**src/pucms_pkg.sv**
```systemverilog
// pucms_pkg: constants for the power-up / configuration mode sequencer
// assumes a 250 MHz system clock
package pucms_pkg;
	localparam int unsigned CLK_MHZ = 250;
	localparam int unsigned POR_LONG_MS = 100;
	localparam int unsigned POR_SHORT_MS = 2;
	localparam int unsigned POR_LONG_CYC = POR_LONG_MS * 1000 * CLK_MHZ;
	localparam int unsigned POR_SHORT_CYC = POR_SHORT_MS * 1000 * CLK_MHZ;
	localparam int unsigned LOAD_LIMIT_MS = 100;
	localparam int unsigned LOAD_LIMIT_CYC = LOAD_LIMIT_MS * 1000 * CLK_MHZ;
	localparam int unsigned CNT_W = 32;
	localparam int unsigned WORD_W = 8;
	localparam int unsigned INSTR_W = 10;
	localparam logic [9:0] SCAN_RECONFIG_TRIGGER_INSTR = 10'h001;
	localparam int unsigned MAX_CHAIN_POS = 17;
	localparam int unsigned CHAIN_POS_W = 8;
	localparam int unsigned INIT_CYC = 8;
	localparam int unsigned IO_W = 16;
	typedef enum logic [2:0] {
		PUCMS_POR, PUCMS_WAIT, PUCMS_LOAD, PUCMS_INIT, PUCMS_USER, PUCMS_FAIL
	} pucms_state_t;
endpackage

```
**src/pucms_sync.sv**
```systemverilog
// pucms_sync: two-flop synchroniser for one pin level
// assumes clk and clock enable of the sequencer
`timescale 1ns/1ps
module pucms_sync (
	// clock and reset
	input wire logic clk,
	input wire logic ce,
	input wire logic reset_n,
	// data
	input wire logic rst_val,
	input wire logic d,
	output logic q
);
	logic meta;
	always_ff @(posedge clk) begin
		if (!reset_n) begin
			meta <= rst_val;
			q <= rst_val;
		end else if (ce) begin
			meta <= d;
			q <= meta;
		end
	end
endmodule

```
**src/pucms_top.sv**
```systemverilog
// pucms_top: power-up delay, configuration mode and user mode sequencing
// assumes pins are synchronised here; reset_n is the power-up event
`timescale 1ns/1ps
module pucms_top
	import pucms_pkg::*;
#(
	parameter int unsigned POR_LONG = POR_LONG_CYC,
	parameter int unsigned POR_SHORT = POR_SHORT_CYC,
	parameter int unsigned LOAD_LIMIT = LOAD_LIMIT_CYC
) (
	// clock and reset
	input wire logic clk,
	input wire logic ce,
	input wire logic reset_n,
	// straps and control pins
	input wire logic power_on_delay_select,
	input wire logic io_weak_pull_control_n,
	input wire logic reconfig_request_n,
	// boundary-scan side
	input wire logic scan_instr_valid,
	input wire logic [INSTR_W-1:0] scan_instr,
	input wire logic scan_path,
	input wire logic [CHAIN_POS_W-1:0] chain_position,
	// configuration data
	input wire logic cfg_valid,
	input wire logic [WORD_W-1:0] cfg_data,
	input wire logic cfg_last,
	// user I/O
	input wire logic [IO_W-1:0] user_out,
	input wire logic [IO_W-1:0] user_oe,
	output logic [IO_W-1:0] io_out,
	output logic [IO_W-1:0] io_oe,
	output logic io_pullup_en,
	// status
	output logic cfg_ready,
	output logic cfg_error,
	output logic user_mode,
	output logic init_reset,
	output logic [WORD_W-1:0] cfg_word,
	output logic cfg_word_strobe
);
	// ------------------------------------------------------------
	// pin synchronisers
	// ------------------------------------------------------------
	logic sel_s;
	logic pull_n_s;
	logic req_n_s;
	pucms_sync u_sel (.clk(clk), .ce(ce), .reset_n(reset_n),
		.rst_val(1'b0), .d(power_on_delay_select), .q(sel_s));
	pucms_sync u_pull (.clk(clk), .ce(ce), .reset_n(reset_n),
		.rst_val(1'b1), .d(io_weak_pull_control_n), .q(pull_n_s));
	pucms_sync u_req (.clk(clk), .ce(ce), .reset_n(reset_n),
		.rst_val(1'b1), .d(reconfig_request_n), .q(req_n_s));

	// ------------------------------------------------------------
	// reconfiguration triggers
	// ------------------------------------------------------------
	logic req_n_d;
	logic pin_fall;
	logic scan_trig;
	logic reconfig;
	always_ff @(posedge clk) begin
		if (!reset_n)
			req_n_d <= 1'b1;
		else if (ce)
			req_n_d <= req_n_s;
	end
	assign pin_fall = req_n_d && !req_n_s;
	assign scan_trig = scan_instr_valid &&
		(scan_instr == SCAN_RECONFIG_TRIGGER_INSTR);
	assign reconfig = pin_fall || scan_trig;

	// ------------------------------------------------------------
	// delay select latch
	// ------------------------------------------------------------
	logic sel_taken;
	logic sel_lat;
	logic [1:0] sel_wait;
	always_ff @(posedge clk) begin
		if (!reset_n) begin
			sel_taken <= 1'b0;
			sel_lat <= 1'b0;
			sel_wait <= 2'h0;
		end else if (ce && !sel_taken) begin
			// sync still holds its reset value for two edges
			if (sel_wait == 2'h2) begin
				sel_taken <= 1'b1;
				sel_lat <= sel_s;
			end else begin
				sel_wait <= sel_wait + 2'h1;
			end
		end
	end

	// ------------------------------------------------------------
	// sequencer
	// ------------------------------------------------------------
	pucms_state_t state;
	logic [CNT_W-1:0] cnt;
	logic [CNT_W-1:0] por_len;
	logic scan_bad;
	assign por_len = sel_lat ? CNT_W'(POR_SHORT) : CNT_W'(POR_LONG);
	assign scan_bad = scan_path &&
		(chain_position > CHAIN_POS_W'(MAX_CHAIN_POS));

	always_ff @(posedge clk) begin
		if (!reset_n) begin
			state <= PUCMS_POR;
			cnt <= '0;
		end else if (ce) begin
			case (state)
			PUCMS_POR: begin
				if (sel_taken) begin
					state <= PUCMS_WAIT;
					cnt <= '0;
				end
			end
			PUCMS_WAIT: begin
				cnt <= cnt + 1'b1;
				if (cnt + 1'b1 >= por_len) begin
					state <= PUCMS_LOAD;
					cnt <= '0;
				end
			end
			PUCMS_LOAD: begin
				cnt <= cnt + 1'b1;
				if (scan_bad)
					state <= PUCMS_FAIL;
				else if (cnt + 1'b1 >= CNT_W'(LOAD_LIMIT))
					state <= PUCMS_FAIL;
				else if (cfg_valid && cfg_last) begin
					state <= PUCMS_INIT;
					cnt <= '0;
				end
			end
			PUCMS_INIT: begin
				cnt <= cnt + 1'b1;
				if (cnt + 1'b1 >= CNT_W'(INIT_CYC)) begin
					state <= PUCMS_USER;
					cnt <= '0;
				end
			end
			PUCMS_USER: begin
				if (reconfig) begin
					state <= PUCMS_LOAD;
					cnt <= '0;
				end
			end
			PUCMS_FAIL: begin
				if (reconfig) begin
					state <= PUCMS_LOAD;
					cnt <= '0;
				end
			end
			default: begin
				state <= PUCMS_POR;
				cnt <= '0;
			end
			endcase
		end
	end

	// ------------------------------------------------------------
	// outputs
	// ------------------------------------------------------------
	always_ff @(posedge clk) begin
		if (!reset_n) begin
			io_out <= '0;
			io_oe <= '0;
			io_pullup_en <= 1'b0;
			user_mode <= 1'b0;
			cfg_ready <= 1'b0;
			cfg_error <= 1'b0;
			init_reset <= 1'b1;
		end else if (ce) begin
			user_mode <= (state == PUCMS_USER);
			io_out <= (state == PUCMS_USER) ? user_out : '0;
			io_oe <= (state == PUCMS_USER) ? user_oe : '0;
			io_pullup_en <= (state != PUCMS_USER) && !pull_n_s;
			cfg_ready <= (state == PUCMS_LOAD);
			cfg_error <= (state == PUCMS_FAIL);
			init_reset <= (state != PUCMS_USER);
		end
	end

	always_ff @(posedge clk) begin
		if (!reset_n) begin
			cfg_word <= '0;
			cfg_word_strobe <= 1'b0;
		end else if (ce) begin
			cfg_word_strobe <= (state == PUCMS_LOAD) && cfg_valid && !scan_bad;
			if ((state == PUCMS_LOAD) && cfg_valid)
				cfg_word <= cfg_data;
		end
	end
endmodule

```
**config.mk**
```make
export PLATFORM = sky130hd
export DESIGN_NAME = pucms_top
export DESIGN_NICKNAME = d
export VERILOG_FILES = /design/src/pucms_pkg.sv /design/src/pucms_sync.sv /design/src/pucms_top.sv
export SDC_FILE = /design/constraint.sdc
export NUM_CORES = 1
export LEC_CHECK = 0
export ABC_CLOCK_PERIOD_IN_PS = 4700
export BUFFER_PORTS_ARGS = -buffer_cell sky130_fd_sc_hd__buf_2
export CAP_MARGIN = 40
export CORE_MARGIN = 10
export CORE_UTILIZATION = 28
export DETAILED_ROUTE_END_ITERATION = 12
export SLEW_MARGIN = 20
export SYNTH_ARGS = -nofsm -noshare
export SYNTH_HDL_FRONTEND = slang
export SYNTH_SLANG_ARGS = --single-unit
```
**constraint.sdc**
```tcl
create_clock -name clk -period 4.7 [get_ports clk]
set_input_delay 0.47 -clock clk [delete_from_list [all_inputs] [get_ports clk]]
set_output_delay 0.47 -clock clk [all_outputs]
set_load 0.05 [all_outputs]
```
**Word level (Yosys, flattened, before mapping)**

Cells that the tools add are included.

- Bits in registers: 92
- Bits of input ports: 68
- Output and inout port bits: 46
- Word-level logic and storage cells: 80

- Add/sub/neg operators: 2
- $lt $le $gt $ge: 4
- Equal/unequal tests: 13
- Mux-type cells: 19
- Bitwise operators: 1
- Reduce and logical (&&, ||, !) cells: 20

Operators by type and width:

| kind | count |
|---|---|
| two-way mux 32 bit | 7 |
| case mux 32 bit (5 select lines) | 1 |
| adder 32 x 1 -> 32 bit (second input constant) | 1 |
| greater-or-equal comparator 32 x 25 -> 1 bit | 1 |
| greater-or-equal comparator 32 x 25 -> 1 bit (second input constant) | 1 |
| greater-or-equal comparator 32 x 4 -> 1 bit (second input constant) | 1 |
| two-way mux 16 bit | 2 |
| two-way mux 25 bit | 1 |
| two-way mux 3 bit | 7 |
| case mux 3 bit (5 select lines) | 1 |
| == test 10 x 1 -> 1 bit (second input constant) | 1 |
| > comparator 8 x 5 -> 1 bit (second input constant) | 1 |
| logical AND 1 bit | 8 |
| == test 3 x 2 -> 1 bit (second input constant) | 2 |
| == test 3 bit (second input constant) | 2 |
| != test 2 bit (second input constant) | 3 |
| AND reduction 2 bit | 3 |
| AND reduction 6 bit | 1 |
| logical NOT 1 bit | 4 |
| != test 4 bit (second input constant) | 1 |
| == test 3 x 1 -> 1 bit (second input constant) | 1 |
| logical NOT 3 bit | 1 |
| != test 3 bit (second input constant) | 1 |
| AND reduction 3 bit | 1 |
| 6 further kinds | 6 |

**Logic depth before layout (Yosys ltp)**

Gate-level depths: netlist (run 1).

- Depth after elaboration: 5
- Gate-level depth with buffers: 18
- Depth with buffers taken out: 16

**Cells and area by module**

From an unflattened synthesis (run 1), not the netlist that was laid out.

- Cell total of the unflattened synthesis: 579
- Area total of the unflattened synthesis: 5,058.6 um^2

Modules (own cells, without submodules):

| module | times used | cells an instance | area an instance (um^2) | seq. area each (um^2) |
|---|---|---|---|---|
| pucms_top | 1 | 564 | 4,792.1 | 1,721.7 |
| pucms_sync | 3 | 5 | 88.8 | 60.1 |

**Worst setup path after synthesis (run 1)**

OpenSTA, ideal clock, no wires.

- Kind: reg2reg
- Start: reg cnt[0]
- End: reg cnt[23]
- Setup time: 0.120 ns
- Data arrival time: 3.457 ns
- Path slack: 1.124 ns
- Stages on the path, launching flop included: 17
- Clock period less this slack: 3.576 ns
- Cell sequence: dfxtp_1 > ha_1 > buf_2 > nand3_2 > nor4_4 > a21boi_0 > nor2_1 > inv_1 > ha_1 > nand4_1 > a211oi_1 > a31oi_1 > o21ai_1 > a21o_1 > buf_2 > nor2_1 > a211o_1

- Longest elaborated chain between the ends: 5
- Elaborated cells on any way between the ends: 10

Ends and longest elaborated chain:

| item | RTL line | text |
|---|---|---|
| from (decl) | pucms_top.sv:99 | `logic [CNT_W-1:0] cnt;` |
| from (signal assigned) | pucms_top.sv:119 | `cnt <= cnt + 1'b1;` |
| from (signal assigned) | pucms_top.sv:126 | `cnt <= cnt + 1'b1;` |
| from (signal assigned) | pucms_top.sv:137 | `cnt <= cnt + 1'b1;` |
| adder 32 x 1 -> 32 bit * | - |  |
| greater-or-equal comparator 32 x 25 -> 1 bit / two-way mux 32 bit (equally long branches) | pucms_top.sv:129, pucms_top.sv:131 |  |
| two-way mux 32 bit | pucms_top.sv:129 | `else if (cnt + 1'b1 >= CNT_W'(LOAD_LIMIT))` |
| two-way mux 32 bit | pucms_top.sv:127 | `if (scan_bad)` |
| case mux 32 bit (5 select lines) * | pucms_top.sv:111 | `case (state)` |

Every way passes the cells marked *; elsewhere a longest branch is shown, timed or not.
A chain may end at the register's enable or synchronous reset.

**Worst setup path after layout (run 1)**

- Start: reg cnt[0]
- End: reg cnt[26]

The elaborated chain is that of the path after synthesis.

==> results of run 1 <==
[placed cells by master, fill, tap and decap left out, drive strengths merged, types with 15 or more instances in the layout]
cell and instances:
ha 16, o21ai 29, dfxtp 92, nand3 31, buf 126, nor2b 89, nand2 43, nor2 24
nand4 17, mux2i 18, a21oi 41, inv 22, xnor2 15
[kinds of logic after synthesis]
kind of cell    share of synthesized area [%]
simple gates                             31.4
compound gates                           18.6
flops                                    34.3
buf+inv                                  5.39
xor+xnor                                 3.26
mux                                      3.36
fa+ha+maj                                3.73
[flip-flops by register name, summed over array words and instances, names as in the netlist, 2 cells and up]
register / cells
cfg_word: 8
sel_wait: 2
cnt: 32
state: 3
io_out: 16
io_oe: 16
[layout make-up]
class,count,area [sq um]
inverters,18,67.6
multi-input cells,486,3240
clock buffers,9,225
well taps,234,293
fillers,1961,12400
clock inverters,7,88.8
flip-flops and latches,92,1840
repair buffers,126,666
[worst max path at each step]
stage,end,cells after the start,start,slack [ps]
2_1_floorplan,cnt[23],16,cnt[0],1120
3_3_place_gp,cnt[26],16,cnt[0],590
3_5_place_dp,cnt[26],16,cnt[0],550
4_1_cts,cnt[26],16,cnt[0],530
5_1_grt,cnt[25],18,cnt[0],110
6_report,cnt[26],16,cnt[0],560
[through the flow]
stage / utilization (%) / total power (W) / instance area, sq um
6_report: 34.2 / 0.00168 / 6420
5_1_grt: 34.2 / 0.00174 / 6420
4_1_cts: 34.2 / 0.00171 / 6420
3_5_place_dp: 32.5 / 0.000924 / 6100
3_3_place_gp: 32.5 / 0.000923 / 6100
2_1_floorplan: - / 0.000874 / 5370
[layer usage]
layer | vias to the layer above | wire [um] | GRT usage (%)
met1 | 2290 | 7020 | 15.8
met4 | 0 | 355 | 5.47
met2 | 145 | 7200 | 18.9
met5 | - | 0 | 0
met3 | 20 | 1000 | 2.73
li1 | 2509 | - | -
[synth_stat cells (all sizes together) (8+ instances only)]
cell,count,area (sq um)
a21oi,41,216
a31oi,8,50.1
and2,9,56.3
and3,11,68.8
buf,14,82.6
clkbuf,37,139
dfxtp,92,1840
ha,16,200
inv,18,67.6
mux2i,18,180
nand2,43,164
nand3,31,165
nand4,17,134
nor2,24,90.1
nor2b,89,557
nor3,12,71.3
nor4,8,65.1
o21ai,29,153
o31ai,12,90.1
xnor2,15,131
[power breakdown]
| group | leakage, nW | internal, W | switching, W |
|---|---|---|---|
| logic | 1.69 | 0.0000521 | 0.0000605 |
| registers | 0.742 | 0.000787 | 0.00000627 |
| clock network | 0.152 | 0.000427 | 0.000350 |
| total | 2.59 | 0.00127 | 0.000416 |
[worst min-delay path, stage by stage]
cell	delay [ps]
buf_2	70
mux2i_1	50
nand2_1	60
==> impl_metrics.yaml, run 1 <==
outcome:
  status: "finished, final reports clean"
setup_path:
  r2r-start: "cnt[0]"
  crit_path_start_kind: "flop"
  cp_max_fo: 11
  crit_buf_inv: 2
  crit_arrival_ps: 4410
  cpMostUsedCell: "ha_1"
  ff2ff_setup_slack_ps: 560
  crit_chain: "ha_1 > nand3_2 > or4_1 > nor3_1 > nor2_1 > inv_1 > ha_1 > a21oi_1 > nor2b_1 > o21ai_0 > nand3_1 > a31oi_1 > o21ai_1 > a21o_1 > buf_4 > o31ai_1"
  critPathMaxStageDelay_ps: 690
  r2r_end: "cnt[26]"
  worstPathRequired_ps: 4960
  slowest_stage: "or4_1"
  worstSetupPathType: "reg -> reg"
  crit_family: "simple AND/OR/NAND/NOR gates"
  end_kind: "flop"
  worst-r2r-cell-count: 16
floorplanning:
  io_pins: 114
  die_x_um: 158
  core_area_sq_um: 18800
  die-area_sq_um: 25100
  initial_utilization_pct: 28.6
  die_y_um: 158
  row_count: 50
timing:
  tightest_slew_ps: 767
  period_share_pct: 88.1
  hold_viol_final: 0
  skew_ps: 9.68
  rsz0062_at_grt: "false"
  finalSetupViolations: 0
  finalSetupTns_ps: 0
  hold_ws_ps: 334
  slew_viol_final: 0
  fin_crit_ps: 4140
  setup_ws_ps: 558
  slew_headroom_pct: 48.6
  fmax_ghz: 0.241
pwr:
  vdd_drop_max_mv: 0.149
  powerDensity_nw_per_um2: 262
  p_leak_nw: 2.59
cts:
  cts_tree: "done"
  cts_buffer_depth: 2
  hold_buffers: 0
  clkSlewWorstSetupHoldPaths_ps: 70
  clk_latency_ps: 360
  cts-root-buf: "clkbuf_16"
  ctsResizeCount: 0
  cts_made_buffers: 9
  postCtsSetupBuffers: 0
  clock_sinks: 92
  cts_max_level: 3
placed_design:
  place_inst: 956
  gp_congestion: 0.887
  dp_hpwl_um: 11300
  io_buffer_count: 112
  post-place-ws_ps: 553
route:
  wl_um: 15600
  dr.pass1.iters: 5
  route.detailed.drc: 0
  drt_iter0_drc: 400
  post_drt_wl_per_cell_um: 16.0
  vias: 4964
  drt-vias-per-instance: 5.11
  drtAntennaViolNets: 0
worst_hold_path:
  whs_path_depth: 3
  min-delay-start: "io_weak_pull_control_n"
  whs_endpoint: "u_pull.meta"
  holdCritPathClass: "in -> reg"
global_route:
  grt_pass1_wl_um: 24500
  grt_pass1_vias: 4551
  overflow: 0
  antenna_found_initial: 0
  grt_max_degree: 72
  grt_usage_pct: 12.2
synthesis:
  syn_nets: 731
  ys.flop_type: "dfxtp_1"
  ys_types: 70
  async_reset_ff_share_pct: 0
  syn-instance-count: 647
  ys_ff_latch: 92
  avgSynthCellArea_sq_um: 8.29
  synth_edf_count: 0
  synthesis.area_sq_um: 5370
  yosysWarningCount: 0
  ys_seq_area_share_pct: 34.3
job:
  max_cap_violations: 0
cells_and_area:
  nets: 817
  final_cell_count_no_fill: 972
  layout-drive-gt1-share_pct: 21.5
  synthToLayoutAreaGrowth_pct: 19.6
  antenna_cells: 0
No activity file was read; power rests on OpenSTA's default activity.
==> run 2: changes to the inputs <==
- ABC_AREA: not set -> 1
==> run 2 against run 1 <==
Sequential power up 5.8%. First-iteration DRC count shrank 3.8%. Maximum frequency increased by 13%. Critical endpoint is now cnt[16]. Final area up 5.2%. Combinational power grew to 4.3 times the previous value. Wire length rose by 11%. Cell count increased by 33%. Clock power down 4.6%.
==> impl_metrics.yaml, run 2 <==
outcome:
  status: "finished, final reports clean"
cts:
  cts_made_buffers: 9
  cts_max_level: 3
  clkSlewWorstSetupHoldPaths_ps: 70
  hold_buffers: 0
  ctsResizeCount: 0
  postCtsSetupBuffers: 0
  cts-root-buf: "clkbuf_16"
  clk_latency_ps: 360
  cts_buffer_depth: 2
  cts_tree: "done"
  clock_sinks: 92
synthesis:
  ys.flop_type: "dfxtp_1"
  synth-simple-area-share_pct: 46.9
  synth_xor_area_share_pct: 0
  syn_nets: 1009
  synth_common_cells: "nand2_1, nor2_1, nand3_1"
  synth_top_family_by_area: "simple AND/OR/NAND/NOR gates"
  yosysTopAreaCell: "dfxtp_1"
  synth.most_common_cell: "nand2_1"
  ys_ff_latch: 92
  yosys-top-cells-area: "dfxtp_1, nand2_1, nand3_1, a21oi_1, nor2_1"
  avgSynthCellArea_sq_um: 6.05
  synth_top_area_share_pct: 32.9
  ys_types: 25
  yosysWarningCount: 0
  syn-instance-count: 925
  synth_edf_count: 0
  async_reset_ff_share_pct: 0
  muxShareOfSynthArea_pct: 0
  ys_seq_area_share_pct: 32.9
  synthesis.area_sq_um: 5590
  synth_adder_area_share_pct: 3.58
  synth_compound_area_share_pct: 9.60
route:
  drtAntennaViolNets: 0
  drt_iter0_drc: 385
  wl_um: 17300
  drt-vias-per-instance: 4.63
  route.detailed.drc: 0
  post_drt_wl_per_cell_um: 13.3
  dr.pass1.iters: 5
  vias: 6000
timing:
  finalSetupTns_ps: 0
  rsz0062_at_grt: "false"
  period_share_pct: 78.2
  hold_ws_ps: 319
  tightest_slew_ps: 695
  slew_headroom_pct: 53.0
  fmax_ghz: 0.272
  skew_ps: 10.3
  finalSetupViolations: 0
  hold_viol_final: 0
  fin_crit_ps: 3670
  slew_viol_final: 0
floorplanning:
  die_x_um: 161
  io_pins: 114
  row_count: 51
  initial_utilization_pct: 28.6
  die_y_um: 161
  die-area_sq_um: 26000
  core_area_sq_um: 19600
setup_path:
  crit_chain: "ha_1 > nand2_1 > nor2_4 > nand2_2 > nor2_1 > nand3_1 > nand2_1 > nand2_1 > ha_1 > nand3_1 > nand3b_1 > nor3_1 > nand2_1 > nor2_1 > nor2_1 > nor2_2 > nand3_4 > nand2_1 > a21oi_1"
  crit_buf_inv: 0
  cpMostUsedCell: "nand2_1"
  crit_start: "cnt[0]"
  worst-r2r-cell-count: 19
  cp.depth: 19
  cp_max_fo: 25
  r2r-start: "cnt[0]"
  end_kind: "flop"
  crit_arrival_ps: 3880
  worstPathRequired_ps: 4910
  crit_path_start_kind: "flop"
  crit_family: "simple AND/OR/NAND/NOR gates"
  critPathMaxStageDelay_ps: 480
  worstSetupPathType: "reg -> reg"
  slowest_stage: "dfxtp_1"
cells_and_area:
  largest-register: "cnt"
  reg_top3: "cnt x32, io_oe x16, io_out x16"
  antenna_cells: 0
  fillCellCount: 2188
  synthToLayoutAreaGrowth_pct: 20.7
  most-common-layout-cells: "nand2_1, buf_2, nor2_1"
  regArea_sq_um: 1840
  largest_register_ffs: 32
  layout-drive-gt1-share_pct: 16.6
  final_common_cell: "nand2_1"
  nets: 1111
  final_area_sq_um: 6750
  multiInputGateArea_sq_um: 3360
global_route:
  grt_usage_pct: 13.1
  overflow: 0
  top_usage_layer: "met2"
  grt_max_degree: 49
  grt_pass1_wl_um: 28400
  antenna_found_initial: 0
  grtUsageMet3_pct: 4.65
  use_met2_pct: 21.2
  use_met1_pct: 16.6
  grt_pass1_vias: 5667
pwr:
  p_leak_nw: 2.80
  powerDensity_nw_per_um2: 306
  vdd_drop_max_mv: 0.214
worst_hold_path:
  holdCritPathClass: "in -> reg"
  whs_path_depth: 3
  min-delay-start: "reconfig_request_n"
placed_design:
  gp_congestion: 0.887
  dp_hpwl_um: 13300
  io_buffer_count: 112
  place_area_sq_um: 6450
job:
  max_cap_violations: 0
[run 2: worst paths after layout]
check	slack, ps	endpoint
hold / removal	320	u_req.meta
setup reg to reg	1030	cnt[16]
hold reg to reg	460	cfg_word[1]
setup / recovery	1030	cnt[16]
[run 2: stage by stage]
step | setup slack, ps | cells | utilization [%] | power [W]
finish | 1030 | 1297 | 34.5 | 0.00206
global placement | 1070 | 1278 | 32.7 | 0.00131
CTS | 987 | 1297 | 34.5 | 0.00210
floorplan | 1870 | 925 | - | 0.00120
detailed placement | 1000 | 1281 | 32.9 | 0.00135
global route | 644 | 1297 | 34.5 | 0.00218
[run 2: area by class of cell]
class	count	area share (%)
flip-flops and latches	92	27.3
well taps	265	4.91
multi-input cells	733	49.8
clock inverters	7	1.11
inverters	71	3.95
clock buffers	9	3.34
repair buffers	120	9.56
[run 2: worst min-delay path, cell delays in order]
cell     delay (ps)
buf_2            70
nand2_1          40
nand3_1          60
[run 2: metal layers]
metal | up-vias | share of wire, %
met4 | 0 | 0.64
met1 | 2677 | 47
met5 | - | 0
met3 | 8 | 7.2
li1 | 3180 | -
met2 | 135 | 46
[run 2: cells by family after synthesis]
| logic type | Yosys count |
|---|---|
| flops | 92 |
| fa+ha+maj | 16 |
| compound gates | 105 |
| buf+inv | 100 |
| simple gates | 612 |
[run 2: power breakdown]
group	internal [W]	switching [W]	leakage [nW]
Sequential	0.000813	0.0000260	0.745
Clock	0.000378	0.000362	0.145
Combinational	0.000140	0.000345	1.91
==> run 3: changes to the inputs <==
- ABC_CLOCK_PERIOD_IN_PS: 4700 -> 3030
- clock period: 4.7 -> 3.03 ns (I/O delays scaled with it)
==> run 3 against run 2 <==
Maximum frequency increased by 26%. Register-to-register slack got worse by 920 ps. Sequential share of layout area is 2.5 points lower. Setup slack got worse by 920 ps. Clock skew increased by 1.2 ps.
==> impl_metrics.yaml, run 3 (synthesized netlist as in run 2, its figures left out) <==
route:
  route.detailed.drc: 0
  drtAntennaViolNets: 0
  drt_iter0_drc: 413
  wl_um: 18900
  post_drt_wl_per_cell_um: 13.9
  dr.pass1.iters: 5
  vias: 6480
  drt-vias-per-instance: 4.76
timing:
  finalSetupViolations: 0
  tightest_slew_ps: 657
  rsz0062_at_grt: "true"
  slew_viol_final: 0
  slew_headroom_pct: 55.7
  fmax_ghz: 0.342
  hold_viol_final: 0
  fin_crit_ps: 2930
  skew_ps: 11.5
  period_share_pct: 96.6
  setup_ws_ps: 104
pwr:
  pwr-share-clk_pct: 34.7
  powerDensity_nw_per_um2: 451
  finalPower_w: 0.00344
  vdd_drop_max_mv: 0.290
  comb_power_share_pct: 27.7
  p_sw_w: 0.00126
  swShare_pct: 36.5
  p_leak_nw: 3.21
  internal_power_w: 0.00218
  p_seq_share_pct: 37.6
cts:
  clkSlewWorstSetupHoldPaths_ps: 80
  clk_latency_ps: 370
  cts_made_buffers: 9
  clock_sinks: 92
  cts_buffer_depth: 2
  cts_tree: "done"
  cts_max_level: 3
  cts-root-buf: "clkbuf_16"
global_route:
  grt_usage_pct: 13.8
  overflow: 0
  grt_pass1_vias: 6046
  antenna_found_initial: 0
  grt_max_degree: 44
  grt_pass1_wl_um: 29600
cells_and_area:
  fillCellCount: 2079
  nets: 1175
  largest_register_ffs: 32
  antenna_cells: 0
  final_common_cell: "nand2_1"
  most-common-layout-cells: "nand2_1, buf_2, nor2_1"
  reg_top3: "cnt x32, io_oe x16, io_out x16"
  synthToLayoutAreaGrowth_pct: 36.1
  final_cell_count_no_fill: 1361
  layout-drive-gt1-share_pct: 27.9
  largest-register: "cnt"
floorplanning:
  die_x_um: 161
  io_pins: 114
  die-area_sq_um: 26000
  die_y_um: 161
  core_area_sq_um: 19600
  row_count: 51
  initial_utilization_pct: 28.6
outcome:
  status: "finished, final reports clean"
setup_path:
  slowest_stage: "dfxtp_2"
  crit_arrival_ps: 3170
  critPathMaxStageDelay_ps: 370
  cp_max_fo: 6
  end_kind: "flop"
  crit_buf_inv: 2
  crit_family: "simple AND/OR/NAND/NOR gates"
  crit_chain: "ha_4 > buf_6 > nand3_4 > nor2_4 > nand2_4 > nor2_4 > nand3_2 > nand2_2 > ha_4 > nand3_1 > nand3b_1 > nor3_2 > nand2_1 > nor2_1 > nor2_1 > nor2_2 > nand3_4 > clkbuf_16 > nand2_2 > a21oi_1"
  worstPathRequired_ps: 3280
  crit_path_start_kind: "flop"
  worstSetupPathType: "reg -> reg"
placed_design:
  dp_hpwl_um: 14000
  gp_congestion: 0.894
  io_buffer_count: 112
  place_inst: 1328
  post-place-ws_ps: 37.6
job:
  max_cap_violations: 0
worst_hold_path:
  holdCritPathClass: "in -> reg"
-- run 3: cell types whose count changed in the layout (fill, tap and decap cells not counted), sizes merged --
cell | previous run | this run
clkinvlp | 1 | 0
inv | 73 | 72
clkinv | 4 | 6
buf | 120 | 182
clkbuf | 9 | 11
-- run 3: final cells by class --
class	instances	area (sq um)	area share (%)
clock buffer	9	225	2.96
clock inverter	7	93.8	1.23
multi-input combinational	733	3630	47.7
timing repair buffer	184	1180	15.5
sequential	92	1880	24.7
inverter	71	267	3.50
tap	265	332	4.36
-- run 3: path summary, 6_finish.rpt --
kind         slack (ps)  depth (start not counted)           to                   start
max                 100                         20       cnt[8]                  cnt[0]
min reg2reg         450                          2     u_pull.q                u_pull.q
min                 150                          3  u_pull.meta  io_weak_pull_control_n
max reg2reg         100                         20       cnt[8]                  cnt[0]
-- run 3: repair_timing --
item	in CTS	in global routing
hold buffers	0	0
resized for setup	0	97
setup endpoints to repair	0	28
endpoints found under the hold margin	0	0
buffers inserted	0	14
-- run 3: metrics by stage --
stage / util (%) / instance area [sq um] / setup TNS (ps) / hold WS, ps
2_1_floorplan: - / 5590 / 0 / 421
3_3_place_gp: 34.6 / 6780 / 0 / 436
3_5_place_dp: 34.7 / 6800 / 0 / 444
4_1_cts: 36.4 / 7120 / 0 / 134
5_1_grt: 38.9 / 7610 / -1190 / 161
6_report: 38.9 / 7610 / 0 / 145
-- run 3: power by group through the flow --
stage          Sequential (W)  Combinational (W)  Clock, W
3_3_place_gp          0.00132           0.000784         0
5_1_grt               0.00130            0.00103   0.00127
3_5_place_dp          0.00133           0.000790         0
4_1_cts               0.00130           0.000792   0.00123
6_report              0.00129           0.000952   0.00119
2_1_floorplan         0.00142           0.000434         0
-- run 3: worst min-delay path, cell delays in order --
cell,delay [ps]
buf_2,80
nand2_1,40
nand3_1,60
-- run 3: layer usage --
metal  wire length (um)  up-vias  GRT usage, %
met2               8730      195          22.7
met1               8280     2930          16.8
met4                494        0          4.47
met3               1350       32          4.17
li1                   -     3323             -
met5                  0        -             0
